[config.mk]
export PLATFORM = sky130hd
export DESIGN_NAME = merr_top
export DESIGN_NICKNAME = d
export VERILOG_FILES = /design/src/shared/merr_pkg.sv /design/src/verilog/merr_queue_check.sv /design/src/verilog/merr_top.sv
export SDC_FILE = /design/constraint.sdc
export NUM_CORES = 1
export LEC_CHECK = 0
export ABC_CLOCK_PERIOD_IN_PS = 1500
export CORE_MARGIN = 3
export CORE_UTILIZATION = 60
export CTS_CLUSTER_DIAMETER = 50
export CTS_CLUSTER_SIZE = 8
export DETAILED_ROUTE_END_ITERATION = 10
export DONT_BUFFER_PORTS = 1
export PLACE_DENSITY = 0.76
export REMOVE_ABC_BUFFERS = 1
export SYNTH_ARGS = -nofsm -noshare
export SYNTH_HDL_FRONTEND = slang
export SYNTH_SLANG_ARGS = --single-unit
[constraint.sdc]
create_clock -name i_clk -period 1.5 [get_ports i_clk]
set_input_delay 0.15 -clock i_clk [delete_from_list [all_inputs] [get_ports i_clk]]
set_output_delay 0.15 -clock i_clk [all_outputs]
set_load 0.005 [all_outputs]
[src/shared/merr_pkg.sv]
// Constants for the memory error reporting block
package merr_pkg;

	// ****************************************
	// Register bus
	// ****************************************
	localparam int ADDR_W = 16;
	localparam int DATA_W = 32;

	// ****************************************
	// Register offsets
	// ****************************************
	localparam logic [15:0] OFS_FATAL_LATCH = 16'h1084;
	localparam logic [15:0] OFS_FATAL_MASK  = 16'h1088;
	localparam logic [15:0] OFS_PB_ECC      = 16'h245C;
	localparam logic [15:0] OFS_LINK_PCTL   = 16'h5BA0;
	localparam logic [15:0] OFS_QUEUE_STS   = 16'h5BA8;
	localparam logic [15:0] OFS_IRQ_STS     = 16'h5BB0;
	localparam logic [15:0] OFS_IRQ_MASK    = 16'h5BB4;

	// ****************************************
	// Fatal error latch and mask fields
	// ****************************************
	localparam int NUM_FATAL      = 4;
	localparam int FAT_LAN_BIT    = 0;
	localparam int FAT_MNG_BIT    = 1;
	localparam int FAT_LINK_BIT   = 2;
	localparam int FAT_DMA_BIT    = 3;
	localparam logic [3:0] FATAL_LATCH_RST = 4'h0;
	localparam logic [3:0] FATAL_MASK_RST  = 4'hF;

	// ****************************************
	// Packet buffer ECC status fields
	// ****************************************
	localparam int PB_ECC_EN_BIT  = 0;
	localparam int PB_CORR_BIT    = 2;
	localparam logic PB_ECC_EN_RST = 1'h1;
	localparam logic PB_CORR_RST   = 1'h0;

	// ****************************************
	// Host-link parity control fields
	// ****************************************
	localparam int NUM_QUEUE      = 4;
	localparam int GPAR_BIT       = 0;
	localparam int QEN_BASE_BIT   = 6;
	localparam int QEN_STEP       = 2;
	localparam logic GPAR_RST      = 1'h0;
	localparam logic [3:0] QEN_RST = 4'hF;

	// ****************************************
	// Queue parity status fields
	// ****************************************
	localparam int QSTS_BASE_BIT  = 3;
	localparam logic QSTS_RST      = 1'h0;

	// ****************************************
	// Interrupt status fields
	// ****************************************
	localparam int NUM_IRQ        = 3;
	localparam int IRQ_FATAL_BIT  = 0;
	localparam int IRQ_CORR_BIT   = 1;
	localparam int IRQ_QUEUE_BIT  = 2;
	localparam logic [2:0] IRQ_STS_RST  = 3'h0;
	localparam logic [2:0] IRQ_MASK_RST = 3'h0;

endpackage

[src/verilog/merr_queue_check.sv]
// One receive completion queue parity recorder
`timescale 1ns/1ps
`default_nettype none

module merr_queue_check
	import merr_pkg::*;
(
	// Clock and resets
	input  wire logic i_clk,
	input  wire logic i_rst_n,
	input  wire logic i_sw_reset,
	// Control
	input  wire logic i_global_en,
	input  wire logic i_queue_en,
	input  wire logic i_clear,
	// Error event
	input  wire logic i_parity_err,
	// Status
	output logic      o_flag,
	output logic      o_record
);

	logic flag_r;
	logic flag_nxt;

	assign o_record = i_parity_err & i_global_en & i_queue_en;

	assign flag_nxt = i_sw_reset ? QSTS_RST :
		(o_record | (flag_r & ~i_clear));

	always_ff @(posedge i_clk or negedge i_rst_n) begin
		if (!i_rst_n) begin
			flag_r <= QSTS_RST;
		end else begin
			flag_r <= flag_nxt;
		end
	end

	assign o_flag = flag_r;

endmodule
`default_nettype wire

[src/verilog/merr_top.sv]
// Memory error reporting block with register port and interrupt
//
// Functional notes
// - LAN port and management memory fatal errors latch bits 0 and 1.
// - Host-link and DMA memory fatal errors latch bits 2 and 3.
// - Latched fatal bits stay set until a read of the latch clears them.
// - A set latch bit with its mask bit set raises the cause; masks reset to one.
// - A packet buffer correctable ECC error sets bit 2 of the ECC status.
// - The correctable flag clears only when software writes a one to it.
// - With the global parity enable at zero no parity check is done.
// - The global parity enable is reset only by the LAN power-good reset.
// - Queue 0 and 1 check enables sit at bits 6 and 8, reset to one.
// - Queue 2 and 3 check enables sit at bits 10 and 12, reset to one.
// - A recorded queue parity error halts link and DMA until software reset or a one is written to its queue status bit.
// - A recorded queue parity error sets the host-link fatal bit.
//
// Implementation choice: the plain strobed port.
`timescale 1ns/1ps
`default_nettype none

module merr_top
	import merr_pkg::*;
(
	// Clock and resets
	input  wire logic                 i_clk,
	input  wire logic                 i_rst_n,
	input  wire logic                 i_lan_power_good_rst_n,
	input  wire logic                 i_sw_reset,
	// Register port
	input  wire logic [ADDR_W-1:0]    i_addr,
	input  wire logic [DATA_W-1:0]    i_wdata,
	input  wire logic                 i_wr,
	input  wire logic                 i_rd,
	output logic      [DATA_W-1:0]    o_rdata,
	// Memory error events
	input  wire logic                 i_lan_mem_err,
	input  wire logic                 i_mng_mem_err,
	input  wire logic                 i_link_mem_err,
	input  wire logic                 i_dma_mem_err,
	input  wire logic                 i_pb_corr_err,
	input  wire logic [NUM_QUEUE-1:0] i_rx_queue_parity_err,
	// Controls to memories
	output logic                      o_parity_check_enable,
	output logic      [NUM_QUEUE-1:0] o_rx_queue_check_enable,
	output logic                      o_pb_ecc_enable,
	output logic                      o_link_dma_halt,
	// Interrupts
	output logic                      o_fatal_error_interrupt_cause,
	output logic                      o_irq
);

	// ****************************************
	// Declarations
	// ****************************************
	logic [NUM_FATAL-1:0] fatal_latch_r;
	logic [NUM_FATAL-1:0] fatal_latch_nxt;
	logic [NUM_FATAL-1:0] fatal_mask_r;
	logic [NUM_FATAL-1:0] fatal_mask_nxt;
	logic [NUM_FATAL-1:0] fatal_set;
	logic                 pb_ecc_en_r;
	logic                 pb_ecc_en_nxt;
	logic                 pb_corr_r;
	logic                 pb_corr_nxt;
	logic                 gpar_r;
	logic                 gpar_nxt;
	logic [NUM_QUEUE-1:0] qen_r;
	logic [NUM_QUEUE-1:0] qen_nxt;
	logic [NUM_QUEUE-1:0] qsts;
	logic [NUM_QUEUE-1:0] qrec;
	logic [NUM_QUEUE-1:0] qclr;
	logic [NUM_IRQ-1:0]   irq_sts_r;
	logic [NUM_IRQ-1:0]   irq_sts_nxt;
	logic [NUM_IRQ-1:0]   irq_mask_r;
	logic [NUM_IRQ-1:0]   irq_mask_nxt;
	logic [NUM_IRQ-1:0]   irq_event;
	logic                 cause;
	logic                 cause_d_r;
	logic [DATA_W-1:0]    rdata_r;
	logic [DATA_W-1:0]    rdata_nxt;
	logic [DATA_W-1:0]    link_pctl_word;
	logic [DATA_W-1:0]    qsts_word;

	// ****************************************
	// Address decode
	// ****************************************
	wire sel_latch = (i_addr == OFS_FATAL_LATCH);
	wire sel_mask  = (i_addr == OFS_FATAL_MASK);
	wire sel_pb    = (i_addr == OFS_PB_ECC);
	wire sel_pctl  = (i_addr == OFS_LINK_PCTL);
	wire sel_qsts  = (i_addr == OFS_QUEUE_STS);
	wire sel_isr   = (i_addr == OFS_IRQ_STS);
	wire sel_imr   = (i_addr == OFS_IRQ_MASK);

	wire wr_mask   = i_wr & sel_mask;
	wire wr_pb     = i_wr & sel_pb;
	wire wr_pctl   = i_wr & sel_pctl;
	wire wr_qsts   = i_wr & sel_qsts;
	wire wr_isr    = i_wr & sel_isr;
	wire wr_imr    = i_wr & sel_imr;
	wire rd_latch  = i_rd & sel_latch;

	// ****************************************
	// Receive queue parity recorders
	// ****************************************
	genvar q;
	generate
		for (q = 0; q < NUM_QUEUE; q = q + 1) begin : g_queue
			assign qclr[q] = wr_qsts & i_wdata[QSTS_BASE_BIT+q];
			merr_queue_check u_check (
				.i_clk        (i_clk),
				.i_rst_n      (i_rst_n),
				.i_sw_reset   (i_sw_reset),
				.i_global_en  (gpar_r),
				.i_queue_en   (qen_r[q]),
				.i_clear      (qclr[q]),
				.i_parity_err (i_rx_queue_parity_err[q]),
				.o_flag       (qsts[q]),
				.o_record     (qrec[q])
			);
			assign qen_nxt[q] = wr_pctl ?
				i_wdata[QEN_BASE_BIT+QEN_STEP*q] : qen_r[q];
		end
	endgenerate

	// ****************************************
	// Fatal error latch
	// ****************************************
	// events only when parity enabled
	assign fatal_set[FAT_LAN_BIT]  = i_lan_mem_err & gpar_r;
	assign fatal_set[FAT_MNG_BIT]  = i_mng_mem_err & gpar_r;
	assign fatal_set[FAT_LINK_BIT] = (i_link_mem_err & gpar_r) | (|qrec);
	assign fatal_set[FAT_DMA_BIT]  = i_dma_mem_err & gpar_r;

	assign fatal_latch_nxt = fatal_set |
		(fatal_latch_r & {NUM_FATAL{~rd_latch}});

	assign fatal_mask_nxt = wr_mask ? i_wdata[NUM_FATAL-1:0] : fatal_mask_r;

	always_ff @(posedge i_clk or negedge i_rst_n) begin
		if (!i_rst_n) begin
			fatal_latch_r <= FATAL_LATCH_RST;
			fatal_mask_r  <= FATAL_MASK_RST;
		end else begin
			fatal_latch_r <= fatal_latch_nxt;
			fatal_mask_r  <= fatal_mask_nxt;
		end
	end

	assign cause = |(fatal_latch_r & fatal_mask_r);
	assign o_fatal_error_interrupt_cause = cause;

	// ****************************************
	// Packet buffer ECC status
	// ****************************************
	assign pb_ecc_en_nxt = wr_pb ? i_wdata[PB_ECC_EN_BIT] : pb_ecc_en_r;

	assign pb_corr_nxt = i_pb_corr_err |
		(pb_corr_r & ~(wr_pb & i_wdata[PB_CORR_BIT]));

	always_ff @(posedge i_clk or negedge i_rst_n) begin
		if (!i_rst_n) begin
			pb_ecc_en_r <= PB_ECC_EN_RST;
			pb_corr_r   <= PB_CORR_RST;
		end else begin
			pb_ecc_en_r <= pb_ecc_en_nxt;
			pb_corr_r   <= pb_corr_nxt;
		end
	end

	assign o_pb_ecc_enable = pb_ecc_en_r;

	// ****************************************
	// Host-link parity control
	// ****************************************
	assign gpar_nxt = wr_pctl ? i_wdata[GPAR_BIT] : gpar_r;

	always_ff @(posedge i_clk or negedge i_lan_power_good_rst_n) begin
		if (!i_lan_power_good_rst_n) begin
			gpar_r <= GPAR_RST;
		end else begin
			gpar_r <= gpar_nxt;
		end
	end

	always_ff @(posedge i_clk or negedge i_rst_n) begin
		if (!i_rst_n) begin
			qen_r <= QEN_RST;
		end else begin
			qen_r <= qen_nxt;
		end
	end

	assign o_parity_check_enable   = gpar_r;
	assign o_rx_queue_check_enable = qen_r & {NUM_QUEUE{gpar_r}};

	// halt while any queue error held
	assign o_link_dma_halt = |qsts;

	// ****************************************
	// Interrupt status and mask
	// ****************************************
	assign irq_event[IRQ_FATAL_BIT] = cause & ~cause_d_r;
	assign irq_event[IRQ_CORR_BIT]  = i_pb_corr_err;
	assign irq_event[IRQ_QUEUE_BIT] = |qrec;

	assign irq_sts_nxt = irq_event |
		(irq_sts_r & ~({NUM_IRQ{wr_isr}} & i_wdata[NUM_IRQ-1:0]));
	assign irq_mask_nxt = wr_imr ? i_wdata[NUM_IRQ-1:0] : irq_mask_r;

	always_ff @(posedge i_clk or negedge i_rst_n) begin
		if (!i_rst_n) begin
			irq_sts_r  <= IRQ_STS_RST;
			irq_mask_r <= IRQ_MASK_RST;
			cause_d_r  <= 1'h0;
		end else begin
			irq_sts_r  <= irq_sts_nxt;
			irq_mask_r <= irq_mask_nxt;
			cause_d_r  <= cause;
		end
	end

	assign o_irq = |(irq_sts_r & irq_mask_r);

	// ****************************************
	// Read data
	// ****************************************
	// reserved bits read as zero
	always_comb begin
		link_pctl_word           = '0;
		link_pctl_word[GPAR_BIT] = gpar_r;
		for (int i = 0; i < NUM_QUEUE; i++) begin
			link_pctl_word[QEN_BASE_BIT+QEN_STEP*i] = qen_r[i];
		end
	end

	always_comb begin
		qsts_word = '0;
		qsts_word[QSTS_BASE_BIT +: NUM_QUEUE] = qsts;
	end

	always_comb begin
		rdata_nxt = '0;
		if (i_rd) begin
			if (sel_latch) begin
				rdata_nxt[NUM_FATAL-1:0] = fatal_latch_r;
			end else if (sel_mask) begin
				rdata_nxt[NUM_FATAL-1:0] = fatal_mask_r;
			end else if (sel_pb) begin
				rdata_nxt[PB_ECC_EN_BIT] = pb_ecc_en_r;
				rdata_nxt[PB_CORR_BIT]   = pb_corr_r;
			end else if (sel_pctl) begin
				rdata_nxt = link_pctl_word;
			end else if (sel_qsts) begin
				rdata_nxt = qsts_word;
			end else if (sel_isr) begin
				rdata_nxt[NUM_IRQ-1:0] = irq_sts_r;
			end else if (sel_imr) begin
				rdata_nxt[NUM_IRQ-1:0] = irq_mask_r;
			end
		end
	end

	always_ff @(posedge i_clk or negedge i_rst_n) begin
		if (!i_rst_n) begin
			rdata_r <= '0;
		end else begin
			rdata_r <= rdata_nxt;
		end
	end

	assign o_rdata = rdata_r;

endmodule
`default_nettype wire

* Word level (Yosys, flattened, before mapping)
Cells that the tools add are included.
** Storage, ports and cells
- Input bits :: 63
- Register bits :: 58
- Output and inout port bits :: 41
- Word-level logic and storage cells :: 95
** Cells by class
- Bitwise gates (word level) :: 52
- Mux-type cells :: 18
- Equality and inequality tests :: 7
- Reductions and logical operators :: 4
** Operator list (count)
- $eq 16x15->1 const B :: 4
- $mux 28 :: 2
- $eq 16x13->1 const B :: 2
- $mux 32 :: 1
- $and 1x1->1 :: 30
- $eq 16x14->1 const B :: 1
- $mux 13 :: 1
- $and 4x4->4 :: 3
- $mux 4 :: 3
- $reduce_or 4->1 :: 3
- $mux 10 :: 1
- $and 3x3->3 :: 3
- $mux 3 :: 3
- $mux 1 :: 7
- $not 1->1 :: 7
- $or 1x1->1 :: 6
- $or 4x4->4 :: 1
- $not 3->3 :: 1
- $or 3x3->3 :: 1
- $reduce_or 3->1 :: 1

* Logic depth before layout (Yosys ltp)
Gate-level depths: netlist (run 1).
- Depth after elaboration :: 9
- Mapped depth :: 6
- Depth with buffers taken out :: 5

* Modules after synthesis
From an unflattened synthesis (run 1), not the netlist that was laid out.
** Unflattened totals
- Cell total of the unflattened synthesis :: 187
- Area total of the unflattened synthesis :: 2000.7 sq um
** By module, submodules not included
- merr_top :: area an instance 1805.5 sq um, instances 1, seq. area each 812.0 sq um, cells an instance 167
- merr_queue_check :: area an instance 48.8 sq um, instances 4, seq. area each 25.0 sq um, cells an instance 5

* Least setup slack after synthesis (run 1)
No wires, ideal clock.
- Kind :: input-to-reg
- Start point :: in i_addr[11]
- End point :: reg irq_mask_r[0]
- Data required time :: 1375 ps
- Buffers on the path :: 0
- Data arrival time :: 1272 ps
- Stages :: 5
- Slack :: 103 ps
- Setup time :: 125 ps
- Cells stage by stage :: nand4_2 nor4b_4 and3_4 and3_4 mux2_4
** Between the ends
- Cells in the longest elaborated chain, start to end :: 2
** RTL lines
- start, declared :: line merr_top.sv:30 : input wire logic [ADDR_W-1:0] i_addr,
- $eq 16x15->1 :: line merr_top.sv:92 : wire sel_imr = (i_addr == OFS_IRQ_MASK);
- $and 1x1->1 :: line merr_top.sv:99 : wire wr_imr = i_wr & sel_imr;
- end signal, assigned :: line merr_top.sv:217 : irq_mask_r <= irq_mask_nxt;
- end, declared :: line merr_top.sv:73 : logic [NUM_IRQ-1:0] irq_mask_r;
No other way between the ends.
A chain may end at the register's enable or synchronous reset.

* Worst setup path in the final report (run 1)
- Start point :: reg g_queue[2].u_check.flag_r
- End point :: out o_link_dma_halt
** Between the ends
- Cells in the longest elaborated chain, start to end :: 1
** RTL lines
- start, declared :: line merr_queue_check.sv:23 : logic flag_r;
- start signal, assigned :: line merr_queue_check.sv:35 : flag_r <= flag_nxt;
- $reduce_or 4->1 :: line merr_top.sv:197 : assign o_link_dma_halt = |qsts;
- end, declared :: line merr_top.sv:46 : output logic o_link_dma_halt,
No other way between the ends.

==> results.md, run 1 <==
- Final worst path period share: 0.960
- Routed wire per std cell: 17.7 µm
- Sinks on Clock Net: 36
- Die Y: 64.0 µm
- Avg Cell Area, Syn: 10.7 µm²
- Initial antenna violation count: 0
- Worst-path clk slew: 110 ps
- Syn-to-layout area delta: 15.8%
- Total GRT Usage: 0.236
- Area after DPL: 0.00201 mm²
- Initial Util: 0.644
- Top delay family on crit path: simple AND/OR/NAND/NOR gates
- Rows: 20
- Status: completed
- CP required: 1350 ps
- Area leader, netlist: dfrtp_1
- Synth async-reset ratio: 1.00
- Routed vias: 1,559
- Via-to-Cell Ratio: 5.82
- Worst path bufs/invs: 0
- Peak VDD IR: 0.516 mV
- CP endpoint: o_link_dma_halt
- Leading cell type in the layout, fill and taps excluded: dfrtp_1
- IO buf count: 0
- Post-route cell area: 0.00233 mm²
- DP Wirelength: 3470 µm
- Max incr delay on CP: 530 ps
- TritonCTS buffer count: 5
- Placer Congestion: 0.837
- Clk Latency, worst-skew pair: 340 ps
- Core area: 0.00313 mm²
- RSZ-0062 raised after global routing: no
- Cells on worst reg2reg path: 4
- Hold-fix buffers, CTS: 24
- Io pins: 104
- Post-synth EDFFs: 0
- Register area share after synthesis: 0.453
- Worst Path Arrival: 1290 ps
- R2R Path End: fatal_latch_r[2]
- Hold Violations, Final: 0
- CP max stage cell: or4_1
- CP cell instances: or4_1
- Netlist Area Pre-Place: 0.00202 mm²
- Pleak: 1.06 nW
- Fin. max-slew vios: 0
- Synth area leaders: dfrtp_1, dfstp_2, buf_4, mux2_2, nand2_1
- Final setup viols: 0
- Post-CTS Setup Inserts: 0
- FMAX: 0.695 GHz
- Worst Setup SP: g_queue[2].u_check.o_flag
- Drt drc: 0
- Crit path launch type: flop
- CP Max Fanout: 3
- FF-to-FF setup slack: 220 ps
- Bufs on Longest Clock Path: 2
- Skew final: 11.4 ps
- Die Wd: 64.0 µm
- Largest net degree at the start of global routing: 36
- PostCTS Resize Cnt: 0
- CTS tree: done
- First-pass GRT wire length: 7460 µm
- Max cap viols: 0
- Ant. Diodes: 0
- Most frequent cells in the layout: dfrtp_1, dlygate4sd3_1, conb_1
- Hold WC Path Type: input pin to flop
- Antenna viol nets, final: 0
- CP Depth: 1
- CTS root buffer: clkbuf_4
- Crit path capture type: output port
- H-tree Lvls: 2
- Routed Wire Length: 4730 µm
- Vias in the first global route: 1,539
- Critical R2R Launch: o_parity_check_enable
- Setup Crit Path Kind: flop to output port
- Worst setup margin: 60.4 ps
- Ys Warns: 0
- Synth Flop Type: dfrtp_1
- Drt initial violations: 120
- Min Tclk post-route: 1440 ps
- Drt first pass iters: 4
- #FFs+latches synth: 36
- Post-synth cell types: 46
- Layout cells sized above 1: 0.232
- Setup_tns: 0 ps
- Remaining Overflow, GRT: 0
- # nets final: 286
- Die ar.: 0.00409 mm²
- Post-place setup slack: 42.7 ps
- Power per cell area: 702 mW/mm²
- Post-synth top area share: 0.335
- Post-Syn Instances: 188
metrics by stage:
stage                     cells  total power [mW]  hold slack [ps]   util
after floorplan             184              1.03             -146      -
after global placement      235              1.04             -146  0.644
after detailed placement    235              1.04             -146  0.644
after CTS                   267              1.65             4.27  0.743
after global routing        268              1.71             8.63  0.746
final                       268              1.64             6.41  0.746
logic make-up after synthesis:
family | after synthesis | share of synthesized area
compound gates | 38 | 0.125
buf+inv | 32 | 0.106
flops | 36 | 0.453
mux | 15 | 0.0894
other cells | 1 | 0.00186
simple gates | 66 | 0.225
registers in the layout, summed over array words and instances (netlist names):
signal                  count
o_rdata                    10
fatal_latch_r               4
fatal_mask_r                4
g_queue.u_check.o_flag      4
qen_r                       4
irq_mask_r                  3
irq_sts_r                   3
cause_d_r                   1
o_parity_check_enable       1
o_pb_ecc_enable             1
pb_corr_r                   1
Yosys cell counts, types with 2 or more instances:
cell	count
a21o_1	5
a21oi_1	11
a22o_1	3
a22oi_1	2
and2_1	8
and3_1	3
and3_4	2
and4_1	4
buf_4	23
dfrtp_1	27
dfstp_2	9
inv_1	7
mux2_2	12
mux2_4	3
nand2_1	17
nand2_2	2
nand3_1	2
nand4_1	4
nor2_1	6
nor2_2	2
nor3_1	2
nor4_1	2
nor4b_4	2
o21ai_0	8
power breakdown:
part	internal, mW	switching (mW)	total (mW)	leakage, nW
clock network	0.231	0.302	0.534	0.0326
logic	0.0693	0.0637	0.133	0.572
registers	0.972	0.000639	0.973	0.460
worst min path at each step:
stage	from	endpoint	slack, ps	depth (start not counted)
floorplan	i_rst_n	cause_d_r	-150	0
global placement	i_lan_power_good_rst_n	o_parity_check_enable	-150	0
detailed placement	i_lan_power_good_rst_n	o_parity_check_enable	-150	0
CTS	i_wr	pb_corr_r	4	2
global route	i_addr[3]	o_rdata[12]	9	2
finish	i_wr	pb_corr_r	6	2
area by class of cell:
cell class,instances,area (µm²)
multi-input combinational,141,968
sequential,36,912
fill,233,795
timing repair buffer,32,313
clock buffer,8,58.8
tap,44,55.1
inverter,7,26.3
routing by layer:
| layer | vias to the layer above | global-route usage | routed length (µm) | share of wire |
|---|---|---|---|---|
| met5 | - | 0 | 0 | 0 |
| met4 | 0 | 0.0782 | 72 | 0.015 |
| met3 | 10 | 0.0808 | 491 | 0.10 |
| met2 | 96 | 0.373 | 2250 | 0.48 |
| met1 | 745 | 0.302 | 1920 | 0.41 |
| li1 | 708 | - | - | - |
Power figures use the tool's default switching activity.
==> run 2, diff against run 1 <==
==> constraint.sdc (replaced) <==
create_clock -name i_clk -period 1.5 [get_ports i_clk]
set_input_delay 0.075 -clock i_clk [delete_from_list [all_inputs] [get_ports i_clk]]
set_output_delay 0.075 -clock i_clk [all_outputs]
set_load 0.005 [all_outputs]
==> run 2 against run 1 <==
Net effect: design area rose by 0.86%; worst hold slack better by 29 ps; register-to-register slack lost 150 ps; routed wire length up 11%; largest power group unchanged; combinational power grew 6%; global-route usage is 2.5 points higher; worst setup slack got worse by 52 ps; first-iteration DRC count increased by 38%; sequential cell count unchanged; sequential power about the same.
==> results.md, run 2 (synthesis gave the netlist of run 1 again) <==
- Status: completed
- Skew final: 6.86 ps (-4.49 ps)
- CP required: 1420 ps (+70 ps)
- Worst Setup SP: irq_mask_r[1]
- Routed wire per std cell: 19.6 µm (+11%)
- Worst setup margin: 8.15 ps (-52.3 ps)
- CTS tree: done
- Layout cells sized above 1: 0.233 (+0.00104)
- WHS Endpoint: o_rdata[6]
- Io pins: 104 (unchanged)
- Crit path launch type: flop
- Largest register FFs: 10 (unchanged)
- IO buf count: 0 (unchanged)
- R2R Path End: fatal_latch_r[0]
- # nets final: 285 (-0.35%)
- Sinks on Clock Net: 36 (unchanged)
- Total GRT Usage: 0.261 (+0.0252)
- Remaining Overflow, GRT: 0 (unchanged)
- Largest net degree at the start of global routing: 36 (unchanged)
- Utilization after layout: 0.752 (+0.00640)
- Die ar.: 0.00409 mm² (unchanged)
- FMAX: 0.670 GHz (-3.5%)
- Antenna viol nets, final: 0 (unchanged)
- Most frequent cells in the layout: dfrtp_1, dlygate4sd3_1, conb_1
- Cells on worst reg2reg path: 3 (-1)
- Die Wd: 64.0 µm (unchanged)
- Core area: 0.00313 mm² (unchanged)
- Setup Crit Path Kind: flop to output port
- Max incr delay on CP: 510 ps (-20 ps)
- Pleak: 1.07 nW (+0.11%)
- Min Tclk post-route: 1490 ps (+52.3 ps)
- Non-filler cells, final: 267 (-0.37%)
- Placed cells: 230 (-2.1%)
- Worst Path Arrival: 1420 ps (+130 ps)
- Die Y: 64.0 µm (unchanged)
- Hold Violations, Final: 0 (unchanged)
- Fin. max-slew vios: 0 (unchanged)
- TritonCTS buffer count: 5 (unchanged)
- Initial antenna violation count: 0 (unchanged)
- Critical R2R Launch: o_parity_check_enable
- Clk Latency, worst-skew pair: 340 ps (about the same)
- H-tree Lvls: 2 (unchanged)
- Worst Hold Depth: 2 (unchanged)
- Ant. Diodes: 0 (unchanged)
- Drt drc: 0 (unchanged)
- Vias in the first global route: 1,650 (+7.2%)
- Via-to-Cell Ratio: 6.08 (+4.5%)
- Routed vias: 1,623 (+4.1%)
- Setup_tns: 0 ps (unchanged)
- CP cell instances: a222oi_1 -> inv_1
- Routed Wire Length: 5230 µm (+11%)
- Drt initial violations: 166 (+38%)
- Crit path capture type: output port
- Rows: 20 (unchanged)
- Top delay family on crit path: compound AO/OA/AOI/OAI gates
- Power per cell area: 705 mW/mm² (+0.30%)
- Post-route cell area: 0.00235 mm² (+0.86%)
- Peak VDD IR: 0.545 mV (+5.6%)
- FF-to-FF setup slack: 70 ps (-150 ps)
- CP max stage cell: a222oi_1
- Syn-to-layout area delta: 16.8%
- DP Wirelength: 3490 µm (+0.50%)
- CP Max Fanout: 3 (unchanged)
- First-pass GRT wire length: 8090 µm (+8.4%)
- Worst path bufs/invs: 1 (+1)
- Bufs on Longest Clock Path: 2 (unchanged)
- Initial Util: 0.644 (unchanged)
- Drt first pass iters: 4 (unchanged)
- Placer Congestion: 0.840 (+0.35%)
- Hold WC Path Type: input pin to flop
- Final worst path period share: 0.995 (+0.0349)
- Max cap viols: 0 (unchanged)
- Area after DPL: 0.00198 mm² (-1.9%)
- Worst-path clk slew: 110 ps (about the same)
- Hold path start: i_addr[3]
- CTS root buffer: clkbuf_4
- Final setup viols: 0 (unchanged)
- RSZ-0062 raised after global routing: yes
- Post-place setup slack: 37.3 ps (-5.36 ps)
run 2: changes by cell type in the layout (fill, tap and decap cells not counted):
cell,previous run,this run
and4_4,0,1
buf_4,7,3
clkbuf_1,2,0
nor4_4,0,1
clkinv_2,0,2
dlygate4sd3_1,24,27
nor4_1,2,1
and4_1,4,3
run 2: worst reg2reg max path: cells and delay by family, from the launching register on:
kind	cells	cell delay, ps
buf+inv	2	720
compound gates	1	210
flops	1	400
run 2: area by class of cell:
cell class	count	area [µm²]
flip-flops and latches	36	912
fillers	214	774
multi-input cells	141	986
repair buffers	31	313
inverters	7	26.3
clock inverters	2	10.0
clock buffers	6	51.3
well taps	44	55.1
run 2: worst max-delay path by stage:
stage          slack (ps)  cells past startpoint               end
4_1_cts                40                      3  fatal_latch_r[0]
2_1_floorplan         180                      5     irq_mask_r[0]
5_1_grt               -70                      2             o_irq
3_3_place_gp          100                      5     irq_mask_r[2]
6_report                8                      2             o_irq
3_5_place_dp           40                      5     irq_mask_r[1]
run 2: through the flow:
| stage | hold slack [ps] | total power [mW] |
|---|---|---|
| final | 35.1 | 1.66 |
| after global routing | 35.8 | 1.73 |
| after CTS | 19.1 | 1.66 |
| after detailed placement | -221 | 1.04 |
| after global placement | -221 | 1.04 |
| after floorplan | -221 | 1.03 |
run 2: metal layers:
layer  wire (µm)  GRT usage  up-vias  share of wire
met3         542     0.0773       18           0.10
met1        1900      0.305      782           0.36
li1            -          -      709              -
met5           0          0        -              0
met4         158      0.124        0          0.030
met2        2630      0.436      114           0.50
run 2: repair_timing:
item / in CTS / in global routing
buffers inserted: 0 / 1
setup endpoints to repair: 0 / 3
resized for setup: 0 / 4
hold endpoints to repair: 70 / 0
hold buffers: 28 / 0
run 2: power breakdown:
part	internal [mW]	switching (mW)	leakage [nW]
Combinational	0.0712	0.0695	0.568
Sequential	0.972	0.000609	0.460
Clock	0.223	0.322	0.0380
Total	1.27	0.392	1.07
